**config.mk**
```make
export PLATFORM = sky130hd
export DESIGN_NAME = tcc_common_control
export DESIGN_NICKNAME = d
export VERILOG_FILES = /design/src/rtl/tcc_pkg.sv /design/src/rtl/tcc_filter_if.sv /design/src/rtl/tcc_edge_filter.sv /design/src/rtl/tcc_common_control.sv
export SDC_FILE = /design/constraint.sdc
export NUM_CORES = 1
export LEC_CHECK = 0
export BUFFER_PORTS_ARGS = -buffer_cell sky130_fd_sc_hd__buf_4
export CORE_AREA = 2 2 63 65
export CTS_BUF_LIST = sky130_fd_sc_hd__clkbuf_8
export DETAILED_ROUTE_END_ITERATION = 16
export DIE_AREA = 0 0 65 67
export PLACE_DENSITY = 0.69
export SLEW_MARGIN = 20
export SYNTH_ARGS = -nofsm -noshare
export SYNTH_HDL_FRONTEND = slang
export SYNTH_SLANG_ARGS = --single-unit
```
**constraint.sdc**
```tcl
create_clock -name mclk_i -period 2.09 [get_ports mclk_i]
set_input_delay 0.418 -clock mclk_i [delete_from_list [all_inputs] [get_ports mclk_i]]
set_output_delay 0.418 -clock mclk_i [all_outputs]
set_load 0.03 [all_outputs]
```
**src/rtl/tcc_pkg.sv**
```systemverilog
package tcc_pkg;

	// Register placement in the expanded bank
	localparam logic [3:0] CTRL_OFFSET = 4'h1;
	localparam logic [7:0] CTRL_RESET  = 8'h00;

	// Field positions
	localparam int MODE_BIT     = 7;
	localparam int ROUTE_BIT    = 6;
	localparam int LOGIC_HI     = 5;
	localparam int LOGIC_LO     = 4;
	localparam int SEQ_HI       = 3;
	localparam int SEQ_LO       = 2;
	localparam int SHORT_LVL_BIT = 1;
	localparam int LONG_LVL_BIT  = 0;

	// Field reset values
	localparam logic       MODE_RESET  = 1'h0;
	localparam logic       ROUTE_RESET = 1'h0;
	localparam logic [1:0] LOGIC_RESET = 2'h0;
	localparam logic [1:0] SEQ_RESET   = 2'h0;
	localparam logic       LVL_RESET   = 1'h0;

	// Combining logic codes (transmit)
	localparam logic [1:0] LOGIC_AND  = 2'h0;
	localparam logic [1:0] LOGIC_OR   = 2'h1;
	localparam logic [1:0] LOGIC_NOR  = 2'h2;
	localparam logic [1:0] LOGIC_NAND = 2'h3;

	// Sequencing codes (transmit)
	localparam logic [1:0] SEQ_NORMAL = 2'h0;
	localparam logic [1:0] SEQ_PING   = 2'h1;
	localparam logic [1:0] SEQ_FORCE0 = 2'h2;
	localparam logic [1:0] SEQ_FORCE1 = 2'h3;

	// Edge select codes (demodulation)
	localparam logic [1:0] EDGE_FALL = 2'h0;
	localparam logic [1:0] EDGE_RISE = 2'h1;
	localparam logic [1:0] EDGE_BOTH = 2'h2;

	// Glitch filter codes and lengths in system clocks
	localparam logic [1:0] FILT_NONE  = 2'h0;
	localparam logic [1:0] FILT_SHORT = 2'h1;
	localparam logic [1:0] FILT_LONG  = 2'h2;
	localparam logic [3:0] FILT_SHORT_CYC = 4'h4;
	localparam logic [3:0] FILT_LONG_CYC  = 4'h8;

endpackage

```
**src/rtl/tcc_filter_if.sv**
```systemverilog
`timescale 1ns/1ps
interface tcc_filter_if;
	logic       raw;
	logic [1:0] filt_sel;
	logic [1:0] edge_sel;
	logic       level;
	logic       rise;
	logic       fall;

	modport ctrl (
		output raw,
		output filt_sel,
		output edge_sel,
		input  level,
		input  rise,
		input  fall
	);

	modport filt (
		input  raw,
		input  filt_sel,
		input  edge_sel,
		output level,
		output rise,
		output fall
	);
endinterface

```
**src/rtl/tcc_edge_filter.sv**
```systemverilog
`timescale 1ns/1ps
module tcc_edge_filter (
	// Clock and reset
	input wire logic      mclk_i,
	input wire logic      nrst_i,
	// Filter link
	tcc_filter_if.filt    fif
);

	logic [3:0] run_len;
	logic [3:0] need;
	logic       primed;
	logic       level;
	logic       take;

	always_comb begin
		unique case (fif.filt_sel)
			tcc_pkg::FILT_SHORT: need = tcc_pkg::FILT_SHORT_CYC;
			tcc_pkg::FILT_LONG:  need = tcc_pkg::FILT_LONG_CYC;
			default:             need = 4'h0;
		endcase
	end

	// New level accepted once it has held for the filter length
	assign take = (fif.raw != level) &&
		((need == 4'h0) || (run_len + 4'h1 >= need));

	always_ff @(posedge mclk_i or negedge nrst_i) begin
		if (!nrst_i) begin
			run_len <= 4'h0;
		end else if (fif.raw == level || take) begin
			run_len <= 4'h0;
		end else begin
			run_len <= run_len + 4'h1;
		end
	end

	// First cycle adopts the pin level so reset gives no false edge
	always_ff @(posedge mclk_i or negedge nrst_i) begin
		if (!nrst_i) begin
			primed <= 1'b0;
			level  <= 1'b0;
		end else if (!primed) begin
			primed <= 1'b1;
			level  <= fif.raw;
		end else if (take) begin
			level <= fif.raw;
		end
	end

	always_ff @(posedge mclk_i or negedge nrst_i) begin
		if (!nrst_i) begin
			fif.rise <= 1'b0;
			fif.fall <= 1'b0;
		end else begin
			fif.rise <= primed && take && fif.raw &&
				(fif.edge_sel == tcc_pkg::EDGE_RISE ||
				 fif.edge_sel == tcc_pkg::EDGE_BOTH);
			fif.fall <= primed && take && !fif.raw &&
				(fif.edge_sel == tcc_pkg::EDGE_FALL ||
				 fif.edge_sel == tcc_pkg::EDGE_BOTH);
		end
	end

	assign fif.level = level;

endmodule

```
**src/rtl/tcc_common_control.sv**
```systemverilog
`timescale 1ns/1ps
// Summary of operation
// - Bit 7 picks transmit (0) or demodulation (1); rest follows it.
// - Reset gives transmit, normal sequencing, port output, levels 0.
// - Transmit: routing bit 1 drives port3_pin6 from combined output.
// - Demodulation: routing bit picks port3_pin1 (0) or port2_pin0 (1).
// - Transmit logic field: AND, OR, NOR, NAND of both counter outputs.
// - Logic field resets to AND; stop-mode recovery leaves it alone.
// - Demodulation edge field: falling, rising, both; code 11 reserved.
// - Transmit sequence field: normal, ping-pong, force long out 0/1.
// - Demodulation filter field: none, 4 clocks, 8 clocks; 11 reserved.
// - Transmit bit 1 sets short counter output initial level.
// - Transmit bit 0 sets long counter output initial level.
// - Demodulation bit 1 reads rising-edge flag; write 1 clears it.
// - Demodulation bit 0 reads falling-edge flag; write 1 clears it.
// - Sequence and filter field sit in bits 3 and 2.
// - Logic and edge field sit in bits 5 and 4.
// - Short counter level and rising flag sit in bit 1.
// - Long counter level and falling flag sit in bit 0.
module tcc_common_control (
	// Clock and resets
	input  wire logic       mclk_i,
	input  wire logic       nrst_i,
	input  wire logic       smr_i,
	// Expanded register file access
	input  wire logic       bank_sel_i,
	input  wire logic [3:0] addr_i,
	input  wire logic       wr_i,
	input  wire logic [7:0] wdata_i,
	output logic      [7:0] rdata_o,
	// Counter outputs to combine
	input  wire logic       short_counter_output_i,
	input  wire logic       long_counter_output_i,
	// Pins
	input  wire logic       port3_pin6_data_i,
	input  wire logic       port3_pin1_i,
	input  wire logic       port2_pin0_i,
	output logic            port3_pin6_o,
	// Status towards the counters
	output logic            demod_mode_o,
	output logic            ping_pong_o,
	output logic            short_init_level_o,
	output logic            long_init_level_o,
	output logic            long_out_force_o,
	output logic            long_out_force_val_o,
	output logic            demod_level_o,
	output logic            demod_edge_o
);

	logic       mode;
	logic       route;
	logic [1:0] logic_sel;
	logic [1:0] seq_sel;
	logic       short_lvl;
	logic       long_lvl;
	logic       rise_flag;
	logic       fall_flag;
	logic       hit_wr;
	logic       long_eff;
	logic       combined;
	logic [7:0] ctrl_view;

	tcc_filter_if fif ();

	////////////////////////////////////////////////////////////////////////
	// Register writes

	function automatic logic ctrl_hit(input logic sel, input logic [3:0] a);
		return sel && (a == tcc_pkg::CTRL_OFFSET);
	endfunction

	assign hit_wr = wr_i && ctrl_hit(bank_sel_i, addr_i);

	// Recovery resets all but the logic field
	always_ff @(posedge mclk_i or negedge nrst_i) begin
		if (!nrst_i) begin
			mode    <= tcc_pkg::MODE_RESET;
			route   <= tcc_pkg::ROUTE_RESET;
			seq_sel <= tcc_pkg::SEQ_RESET;
		end else if (smr_i) begin
			mode    <= tcc_pkg::MODE_RESET;
			route   <= tcc_pkg::ROUTE_RESET;
			seq_sel <= tcc_pkg::SEQ_RESET;
		end else if (hit_wr) begin
			mode    <= wdata_i[tcc_pkg::MODE_BIT];
			route   <= wdata_i[tcc_pkg::ROUTE_BIT];
			seq_sel <= wdata_i[tcc_pkg::SEQ_HI:tcc_pkg::SEQ_LO];
		end
	end

	always_ff @(posedge mclk_i or negedge nrst_i) begin
		if (!nrst_i) begin
			logic_sel <= tcc_pkg::LOGIC_RESET;
		end else if (hit_wr) begin
			logic_sel <= wdata_i[tcc_pkg::LOGIC_HI:tcc_pkg::LOGIC_LO];
		end
	end

	// Initial levels are only written in transmit mode
	always_ff @(posedge mclk_i or negedge nrst_i) begin
		if (!nrst_i) begin
			short_lvl <= tcc_pkg::LVL_RESET;
			long_lvl  <= tcc_pkg::LVL_RESET;
		end else if (smr_i) begin
			short_lvl <= tcc_pkg::LVL_RESET;
			long_lvl  <= tcc_pkg::LVL_RESET;
		end else if (hit_wr && !mode) begin
			short_lvl <= wdata_i[tcc_pkg::SHORT_LVL_BIT];
			long_lvl  <= wdata_i[tcc_pkg::LONG_LVL_BIT];
		end
	end

	////////////////////////////////////////////////////////////////////////
	// Edge flags; a new edge beats a same-cycle clear

	always_ff @(posedge mclk_i or negedge nrst_i) begin
		if (!nrst_i) begin
			rise_flag <= 1'b0;
		end else if (mode && fif.rise) begin
			rise_flag <= 1'b1;
		end else if (smr_i) begin
			rise_flag <= 1'b0;
		end else if (hit_wr && mode && wdata_i[tcc_pkg::SHORT_LVL_BIT]) begin
			rise_flag <= 1'b0;
		end
	end

	always_ff @(posedge mclk_i or negedge nrst_i) begin
		if (!nrst_i) begin
			fall_flag <= 1'b0;
		end else if (mode && fif.fall) begin
			fall_flag <= 1'b1;
		end else if (smr_i) begin
			fall_flag <= 1'b0;
		end else if (hit_wr && mode && wdata_i[tcc_pkg::LONG_LVL_BIT]) begin
			fall_flag <= 1'b0;
		end
	end

	////////////////////////////////////////////////////////////////////////
	// Demodulator input path

	// Reserved codes pass through as no filter and no edge
	assign fif.raw      = route ? port2_pin0_i : port3_pin1_i;
	assign fif.filt_sel = mode ? seq_sel : tcc_pkg::FILT_NONE;
	assign fif.edge_sel = mode ? logic_sel : 2'h3;

	tcc_edge_filter u_filter (
		.mclk_i (mclk_i),
		.nrst_i (nrst_i),
		.fif    (fif)
	);

	////////////////////////////////////////////////////////////////////////
	// Transmit output path

	always_comb begin
		unique case (seq_sel)
			tcc_pkg::SEQ_FORCE0: long_eff = 1'b0;
			tcc_pkg::SEQ_FORCE1: long_eff = 1'b1;
			default:             long_eff = long_counter_output_i;
		endcase
	end

	always_comb begin
		unique case (logic_sel)
			tcc_pkg::LOGIC_AND:  combined = short_counter_output_i & long_eff;
			tcc_pkg::LOGIC_OR:   combined = short_counter_output_i | long_eff;
			tcc_pkg::LOGIC_NOR:  combined = ~(short_counter_output_i | long_eff);
			tcc_pkg::LOGIC_NAND: combined = ~(short_counter_output_i & long_eff);
		endcase
	end

	// Pin registered; demod mode leaves it as a port output
	always_ff @(posedge mclk_i or negedge nrst_i) begin
		if (!nrst_i) begin
			port3_pin6_o <= 1'b0;
		end else if (!mode && route) begin
			port3_pin6_o <= combined;
		end else begin
			port3_pin6_o <= port3_pin6_data_i;
		end
	end

	////////////////////////////////////////////////////////////////////////
	// Read back and status

	// Bits 1:0 mean levels or flags depending on mode
	assign ctrl_view = {mode, route, logic_sel, seq_sel,
		mode ? rise_flag : short_lvl,
		mode ? fall_flag : long_lvl};

	always_ff @(posedge mclk_i or negedge nrst_i) begin
		if (!nrst_i) begin
			rdata_o <= 8'h00;
		end else if (ctrl_hit(bank_sel_i, addr_i)) begin
			rdata_o <= ctrl_view;
		end else begin
			rdata_o <= 8'h00;
		end
	end

	// Mode change while counting is software's concern, not guarded here
	always_ff @(posedge mclk_i or negedge nrst_i) begin
		if (!nrst_i) begin
			demod_mode_o         <= 1'b0;
			ping_pong_o          <= 1'b0;
			short_init_level_o   <= 1'b0;
			long_init_level_o    <= 1'b0;
			long_out_force_o     <= 1'b0;
			long_out_force_val_o <= 1'b0;
			demod_level_o        <= 1'b0;
			demod_edge_o         <= 1'b0;
		end else begin
			demod_mode_o         <= mode;
			ping_pong_o          <= !mode && seq_sel == tcc_pkg::SEQ_PING;
			short_init_level_o   <= short_lvl;
			long_init_level_o    <= long_lvl;
			long_out_force_o     <= !mode && seq_sel[1];
			long_out_force_val_o <= seq_sel[0];
			demod_level_o        <= fif.level;
			demod_edge_o         <= mode && (fif.rise || fif.fall);
		end
	end

endmodule

```
# Word-level counts from Yosys, hierarchy flattened
# Cells that the tools add are included.
# word_totals
register_bits,35
output_inout_bits,17
word_cells,104
# classes
add_sub_neg,1
order_cmp,1
n_eq_ne,14
muxes,29
bitwise_logic,4
n_reduce_logical,32
# op_table
operator,n
$mux W1,20
$logic_and A1 B1 Y1,18
$eq A2 B2 Y1 const B,6
$eq A2 B1 Y1 const B,4
$mux W2,4
$mux W8,1
$pmux W4 S2,1
$reduce_bool A3 Y1,2
$logic_or A1 B1 Y1,5
$add A4 B1 Y4 const B,1
$eq A4 B1 Y1 const B,1
$ge A4 B4 Y1,1
$logic_not A2 Y1,2
$logic_not A4 Y1,1
$mux W4,1
$pmux W1 S4,1
$reduce_bool A2 Y1,2
$logic_not A1 Y1,2
$ne A2 B2 Y1 const B,1
$not A1 Y1,2
$pmux W1 S2,1
$and A1 B1 Y1,1
$eq A1 B1 Y1,1
$ne A1 B1 Y1,1
$or A1 B1 Y1,1

# Depth between registers and ports, before layout
# Gate-level depths: netlist of the first run.
# logic_depth
ltp_word,9
ltp_mapped,9

# Cells and area by module
# Synthesis of the first run repeated with hierarchy kept, for this count alone.
# hier_totals
hier_cells,137
hier_area_um2,1609.0
# by_module_without_submodules
module,n_inst,cells_each,area_each_um2,seq_area_each_um2
tcc_common_control,1,94,1162.4,675.6
tcc_edge_filter,1,43,446.7,200.2

# Least setup slack after synthesis of the first run
# Ideal clock, no wire load.
# synth_path
path_type,register -> register
from,reg mode
to,"reg u_filter.level, in the netlist u_filter.fif.level"
setup_time_ns,0.140
arrival_ns,2.030
path_slack_ns,-0.079
path_stages_with_launch,9
path_buffers,1
path_cell_list,dfrtp_1 buf_1 nand2_1 ha_1 ha_1 a21bo_2 a211oi_1 nand2_1 mux2i_1
# synth_between
elab_chain_cells,7
elab_cells_between_ends,9
classes_between,order compare (1); eq/ne (3); mux (2); reduce/logical (3)
# synth_rtl
item,line_no,rtl
"start, declared",tcc_common_control.sv:50,logic mode;
"start signal, assigned",tcc_common_control.sv:77,mode <= tcc_pkg::MODE_RESET;
"start signal, assigned",tcc_common_control.sv:81,mode <= tcc_pkg::MODE_RESET;
"start signal, assigned",tcc_common_control.sv:85,mode <= wdata_i[tcc_pkg::MODE_BIT];
$mux W2 (*),tcc_common_control.sv:145,assign fif.filt_sel = mode ? seq_sel : tcc_pkg::FILT_NONE;
$eq A2 B2 Y1 or $eq A2 B1 Y1 (tied branches),tcc_edge_filter.sv:17,unique case (fif.filt_sel)
$pmux W4 S2 (*),tcc_edge_filter.sv:17,
$ge A4 B4 Y1 or $logic_not A4 Y1 (tied branches),tcc_edge_filter.sv:26,((need == 4'h0) || (run_len + 4'h1 >= need));
$logic_or A1 B1 Y1 (*),tcc_edge_filter.sv:26,
$logic_and A1 B1 Y1 (*),tcc_edge_filter.sv:25,assign take = (fif.raw != level) &&
$ne A2 B2 Y1 (no source line) (*),-,
"end signal, assigned",tcc_edge_filter.sv:45,level <= fif.raw;
"end signal, assigned",tcc_edge_filter.sv:47,level <= fif.raw;
"end, declared",tcc_edge_filter.sv:13,logic level;
# Every way passes the cells marked *; elsewhere a longest branch is shown, timed or not.
# A chain may end at the register's enable or synchronous reset.

# Final worst setup path of the first run
# layout_path
from,reg u_filter.run_len[0]
to,reg u_filter.fif.rise
# layout_between
elab_chain_cells,7
# layout_rtl
item,line_no,rtl
"start, declared",tcc_edge_filter.sv:10,logic [3:0] run_len;
"start signal, assigned",tcc_edge_filter.sv:34,run_len <= run_len + 4'h1;
$add A4 B1 Y4,tcc_edge_filter.sv:26,
$ge A4 B4 Y1,tcc_edge_filter.sv:26,
$logic_or A1 B1 Y1,tcc_edge_filter.sv:26,
$logic_and A1 B1 Y1,tcc_edge_filter.sv:25,
$logic_and A1 B1 Y1 (3 in series),tcc_edge_filter.sv:56,fif.rise <= primed && take && fif.raw &&
"end signal, assigned",tcc_edge_filter.sv:56,
"end, declared",tcc_filter_if.sv:24,"output rise,"
# Every way passes these cells.

==> results.py, run 1 <==
metrics = {
    "routing": {
        "vias": 990,
        "wl_met1_mm": 1.198,
        "dr_wl_met3_um": 165,
        "ant_nets": 0,
        "drc": 0,
        "firstDrtPassIters": 4,
        "met2_wirelength_mm": 1.388,
        "routed.top_layer": "met4",
        "drt-initial-drc-count": 55,
        "post_drt_via_cell_ratio": 4.760,
        "wirelength_mm": 2.853,
        "wire_per_inst_um": 13.72,
    },
    "die": {
        "die_area_sq_um": 4355,
        "initial_core_util_pct": 39.90,
        "rows": 22,
        "die-width_um": 65,
        "ios": 39,
        "die_y_um": 67,
        "core_sq_um": 3606,
    },
    "timing": {
        "clock_skew_ns": 0.003163,
        "period_share_pct": 95.39,
        "max_freq_mhz": 501.6,
        "hold_viol_final": 0,
        "slew_violations": 0,
        "fin_hold_ws_ns": 0.06740,
        "setup_viol_count_final": 0,
        "worst_slack_ns": 0.09640,
        "fin_crit_ns": 1.994,
        "fin_tns_setup_ns": 0,
        "rsz0062_at_grt": "false",
    },
    "global_route": {
        "antenna_found_initial": 0,
        "grt_usage_pct": 14.81,
        "grt_pass1_wl_mm": 4.664,
        "grt_overflow": 0,
        "grt_max_degree": 36,
        "grt_pass1_vias": 989,
    },
    "yosys": {
        "synth_flop_cell": "dfrtp_1",
        "ys_warn_count": 0,
        "yosys.area.top_type": "dfrtp_1",
        "syn_avg_cell_area_sq_um": 12.85,
        "synthDistinctLibCells": 27,
        "synthTopCellsByArea": "dfrtp_1 61%, mux2i_1 9.0%, ha_1 4.3%",
        "synth.top_cell.area_share_pct": 60.87,
        "yosysMostFrequentCell": "dfrtp_1",
        "ys_top_cells_by_count": "35 x dfrtp_1, 13 x mux2i_1, 12 x nor2_1",
        "ys_ff_latch": 35,
        "yosysSeqAreaShare_pct": 60.87,
        "synth_edf_count": 0,
        "async_reset_ff_share_pct": 100.0,
        "syn-cell-area_sq_um": 1439,
        "synth_nets": 139,
        "netlist_instances": 112,
    },
    "critical_path": {
        "crit_required_ns": 2.24,
        "start_kind": "flip-flop",
        "cp-end-kind": "flip-flop",
        "crit_type": "reg2reg",
        "cp_data_arrival_time_ns": 2.14,
        "crit_fanout": 5,
    },
    "clock_tree": {
        "clk_pin_slew_ns": 0.07,
        "cts_setup_buffers": 0,
        "cts_htree_levels": 2,
        "cts_buffers": 5,
        "tritoncts": "done",
        "cts-root-buf": "clkbuf_8",
        "clkLatencyLatePin_ns": 0.28,
        "cts.sinks": 35,
        "clockBufferDepth": 2,
    },
    "placed_design": {
        "preCtsSetupSlack_ns": 0.003929,
        "globalplace.congestion": 0.7708,
        "dp_hpwl_mm": 2.073,
        "portBuffers": 38,
    },
    "cells_and_area": {
        "fillers": 341,
        "fin_nets": 186,
        "areaGrowthSynthToFinish_pct": 31.83,
        "layout-drive-gt1-share_pct": 36.25,
        "antenna_cells": 0,
        "final_core_util_pct": 52.60,
    },
    "power_and_ir_drop": {
        "ir_worst_vdd_mv": 0.4358,
        "powerDensity_nw_per_um2": 664.1,
        "p_leak_nw": 1.009,
    },
    "flow_run": {
        "maxCapViolations": 0,
    },
    "worst_hold_path": {
        "hp-class": "in2async",
    },
    "status": {
        "status": "completed",
    },
}
## worst max-delay path, stage by stage (launching register included)
cell and delay, ns:
dfrtp_1 0.40, ha_1 0.24, xnor2_1 0.20, ha_1 0.26, a21bo_2 0.22, a211oi_4 0.30
nand3b_1 0.17, nor4_1 0.06
## what timing repair did
action	4_1_cts	5_1_grt
gates resized for setup	1	1
endpoints found under the setup margin	2	1
hold buffers	0	0
## flip-flops by register name, summed over array words and instances (netlist names), 2 cells and up
name and cells:
logic_sel 2, seq_sel 2, rdata_o 8, u_filter.run_len 4
## power by group
group / switching [W] / leakage (nW) / internal, W / total (W)
clock network: 0.000226 / 0.0505 / 0.000224 / 0.000449
logic: 0.0000531 / 0.481 / 0.0000522 / 0.000105
registers: 0.0000141 / 0.477 / 0.000691 / 0.000705
total: 0.000293 / 1.01 / 0.000967 / 0.00126
## layout make-up
type,instances,area [sq um],share of cell area (%)
tap,48,60.06,3.166
clock buffer,5,68.82,3.628
clock inverter,3,12.51,0.6596
inverter,6,22.52,1.187
timing repair buffer,41,307.8,16.23
multi-input combinational,70,549.3,28.96
sequential,35,875.8,46.17
## kinds of logic (layout without fill, tap and decap cells)
family | Yosys count | in the layout | share of synthesized area [%]
adder cells (fa/ha/maj) | 5 | 5 | 4.348
flip-flops | 35 | 35 | 60.87
buffers and inverters | 7 | 55 | 1.826
AND/OR/NAND/NOR | 40 | 40 | 16.52
other | 1 | 1 | 0.2606
multiplexers | 15 | 15 | 10.61
XOR/XNOR | 4 | 4 | 2.435
AO/OA/AOI/OAI | 5 | 5 | 3.131
## final timing paths
check | from | end | slack [ns] | cells past startpoint
worst max-delay path | u_filter.run_len[0] | u_filter.fif.rise | 0.1 | 7
worst min-delay path | nrst_i | long_out_force_o | 0.07 | 1
worst max register to register | u_filter.run_len[0] | u_filter.fif.rise | 0.1 | 7
worst min register to register | long_lvl | long_init_level_o | 0.41 | 0
max in group asynchronous | nrst_i | port3_pin6_o | 1.72 | 1
min in group mclk_i | smr_i | seq_sel[1] | 0.35 | 2
## metrics by stage
stage	area, sq um	cells	power, W
floorplan	1440	112	0.0007569
global placement	1803	200	0.0008218
detailed placement	1803	200	0.0008249
CTS	1889	208	0.001275
global route	1897	208	0.001321
finish	1897	208	0.001260
## layout by cell type, fill, tap and decap left out, drive strengths merged, types with 2 or more instances in the layout
master | synthesis | layout
dfrtp | 35 | 35
mux2 | 2 | 2
a32o | 2 | 2
mux2i | 13 | 13
inv | 6 | 8
nor2 | 12 | 12
xnor2 | 4 | 4
clkbuf | 0 | 5
nand4b | 2 | 2
ha | 5 | 5
nand3 | 6 | 6
buf | 1 | 41
nand2 | 6 | 6
and3 | 7 | 7
## routing by layer
metal | vias to the layer above | track usage, %
li1 | 474 | -
met1 | 476 | 17.85
met2 | 31 | 23.20
met3 | 9 | 4.730
met4 | 0 | 8.777
met5 | - | 0
(Power assumes the default switching activity.)
==> inputs of run 2 (changes only) <==
Settings changed: CORE_AREA 2 2 63 65 to 2 2 61 68, DIE_AREA 0 0 65 67 to 0 0 63 70, PLACE_DENSITY 0.69 to 0.65.
Clock period 2.09 ns to 2.5 ns, I/O delays scaled along.
==> run 2 against run 1 <==
Against the previous run: cell area down 0.86%; flip-flop and latch count is the same; clock skew about the same; sequential power down 16%; hold slack better by 0.086 ns; maximum frequency is 7.3% lower; clock-buffer cell count is 1 higher; global-route usage shrank 0.17 points; register-to-register slack better by 0.25 ns; worst setup slack better by 0.25 ns.
==> results.py, run 2 (same netlist as run 1, synthesis figures left out) <==
metrics = {
    "status": {
        "status": "completed",
    },
    "power_and_ir_drop": {
        "p_leak_nw": 0.9937,
        "p_int_w": 0.0008368,
        "powerDensity_nw_per_um2": 573.0,
        "ir_worst_vdd_mv": 0.3523,
        "p_clk_share_pct": 37.2,
        "switching_share_pct": 22.34,
        "p_seq_share_pct": 54.8,
        "p_sw_w": 0.0002408,
        "power_frac_comb_pct": 8.0,
    },
    "global_route": {
        "antenna_found_initial": 0,
        "grt_pass1_vias": 1061,
        "grt_pass1_wl_mm": 4.830,
        "grt_max_degree": 36,
        "grt_overflow": 0,
        "grt_usage_pct": 14.64,
    },
    "cells_and_area": {
        "reg_top3": "rdata_o: 8 flops, u_filter.run_len: 4 flops",
        "largest_register": "rdata_o",
        "final_cell_mix": "39 x buf_4, 35 x dfrtp_1, 13 x mux2i_1",
        "areaGrowthSynthToFinish_pct": 30.70,
        "final_common_cell": "buf_4",
        "fin_nets": 184,
        "layout-drive-gt1-share_pct": 35.67,
        "antenna_cells": 0,
        "largest_reg_flops": 8,
        "stdcell_count": 209,
    },
    "routing": {
        "drc": 0,
        "wirelength_mm": 2.765,
        "firstDrtPassIters": 4,
        "vias": 980,
        "wire_per_inst_um": 13.23,
        "post_drt_via_cell_ratio": 4.689,
        "drt-initial-drc-count": 19,
        "ant_nets": 0,
    },
    "timing": {
        "period_share_pct": 85.99,
        "rsz0062_at_grt": "false",
        "clock_skew_ns": 0.003116,
        "setup_viol_count_final": 0,
        "hold_viol_final": 0,
        "max_freq_mhz": 465.2,
        "fin_tns_setup_ns": 0,
        "slew_violations": 0,
        "fin_crit_ns": 2.150,
    },
    "flow_run": {
        "maxCapViolations": 0,
    },
    "die": {
        "rows": 24,
        "initial_core_util_pct": 37.73,
        "die-width_um": 63,
        "ios": 39,
        "core_sq_um": 3814,
        "die_y_um": 70,
        "die_area_sq_um": 4410,
    },
    "critical_path": {
        "crit_type": "reg2reg",
        "start_kind": "flip-flop",
        "crit_required_ns": 2.65,
        "r2r_slack_ns": 0.35,
        "timing.rr.end": "u_filter.fif.level",
        "crit_fanout": 5,
        "cp_data_arrival_time_ns": 2.30,
        "reg2reg_from": "u_filter.run_len[0]",
        "cp-end-kind": "flip-flop",
        "r2r_cells": 7,
    },
    "clock_tree": {
        "tritoncts": "done",
        "cts_hold_buf": 0,
        "clkLatencyLatePin_ns": 0.28,
        "cts_htree_levels": 2,
        "clockBufferDepth": 2,
        "cts_buffers": 5,
        "cts-root-buf": "clkbuf_8",
        "cts_setup_buffers": 0,
        "clk_pin_slew_ns": 0.06,
        "ctsResizeCount": 0,
        "cts.sinks": 35,
    },
    "placed_design": {
        "place_inst": 202,
        "dp_hpwl_mm": 2.077,
        "portBuffers": 38,
        "globalplace.congestion": 0.7632,
    },
    "worst_hold_path": {
        "hp-class": "in2async",
    },
}
-- run 2: changes by cell type in the layout (fill, tap and decap cells not counted), sizes merged --
cell and change:
buf -2, clkbuf +1, inv -2
-- run 2: how the worst max path moves through the flow --
stage / from / end / cells after the start
6_report: u_filter.run_len[0] / u_filter.fif.level / 7
5_1_grt: u_filter.run_len[0] / u_filter.fif.level / 7
4_1_cts: u_filter.run_len[0] / u_filter.fif.level / 7
3_5_place_dp: u_filter.run_len[0] / u_filter.fif.level / 7
3_3_place_gp: u_filter.run_len[0] / u_filter.fif.level / 7
2_1_floorplan: mode / u_filter.fif.level / 8
-- run 2: power by group through the flow --
stage               Sequential, W  Combinational (W)  Clock (W)
CTS                      0.000591          0.0000879   0.000412
global route             0.000592          0.0000947   0.000442
floorplan                0.000603          0.0000299          0
global placement         0.000600          0.0000854          0
detailed placement       0.000601          0.0000876          0
finish                   0.000591          0.0000861   0.000401
-- run 2: worst max-delay path, stage by stage, from the launching register on --
cell      delay (ns)
dfrtp_1         0.40
ha_1            0.23
xnor2_1         0.21
ha_1            0.27
a21bo_2         0.19
a211oi_1        0.46
nand2_1         0.13
mux2i_1         0.13
-- run 2: cell type report --
class	instances	area (sq um)
clock buffer	6	82.58
timing repair buffer	39	292.8
multi-input combinational	70	536.8
tap	52	65.06
inverter	6	22.52
sequential	35	875.8
fill	365	1933
clock inverter	1	5.005
-- run 2: routing by layer --
layer  vias up  part of all wire, %  track usage [%]  routed length (um)
li1        475                    -                -                   -
met1       470                   42            16.00                1159
met2        30                   50            24.70                1393
met3         5                  5.5            5.797                 153
met4         0                  2.1            6.914                  59
met5         -                    0                0                   0
-- run 2: per-stage QoR --
stage               utilization (%)  cell area (sq um)  worst slack (ns)  power [W]  hold WS (ns)
floorplan                         -               1439            0.3305  0.0006328        0.2044
global placement              47.01               1793            0.4762  0.0006858        0.3934
detailed placement            47.01               1793            0.3536  0.0006888        0.4040
CTS                           49.31               1881            0.3360   0.001090        0.1646
global route                  49.31               1881            0.1086   0.001129        0.1787
finish                        49.31               1881            0.3502   0.001078        0.1531
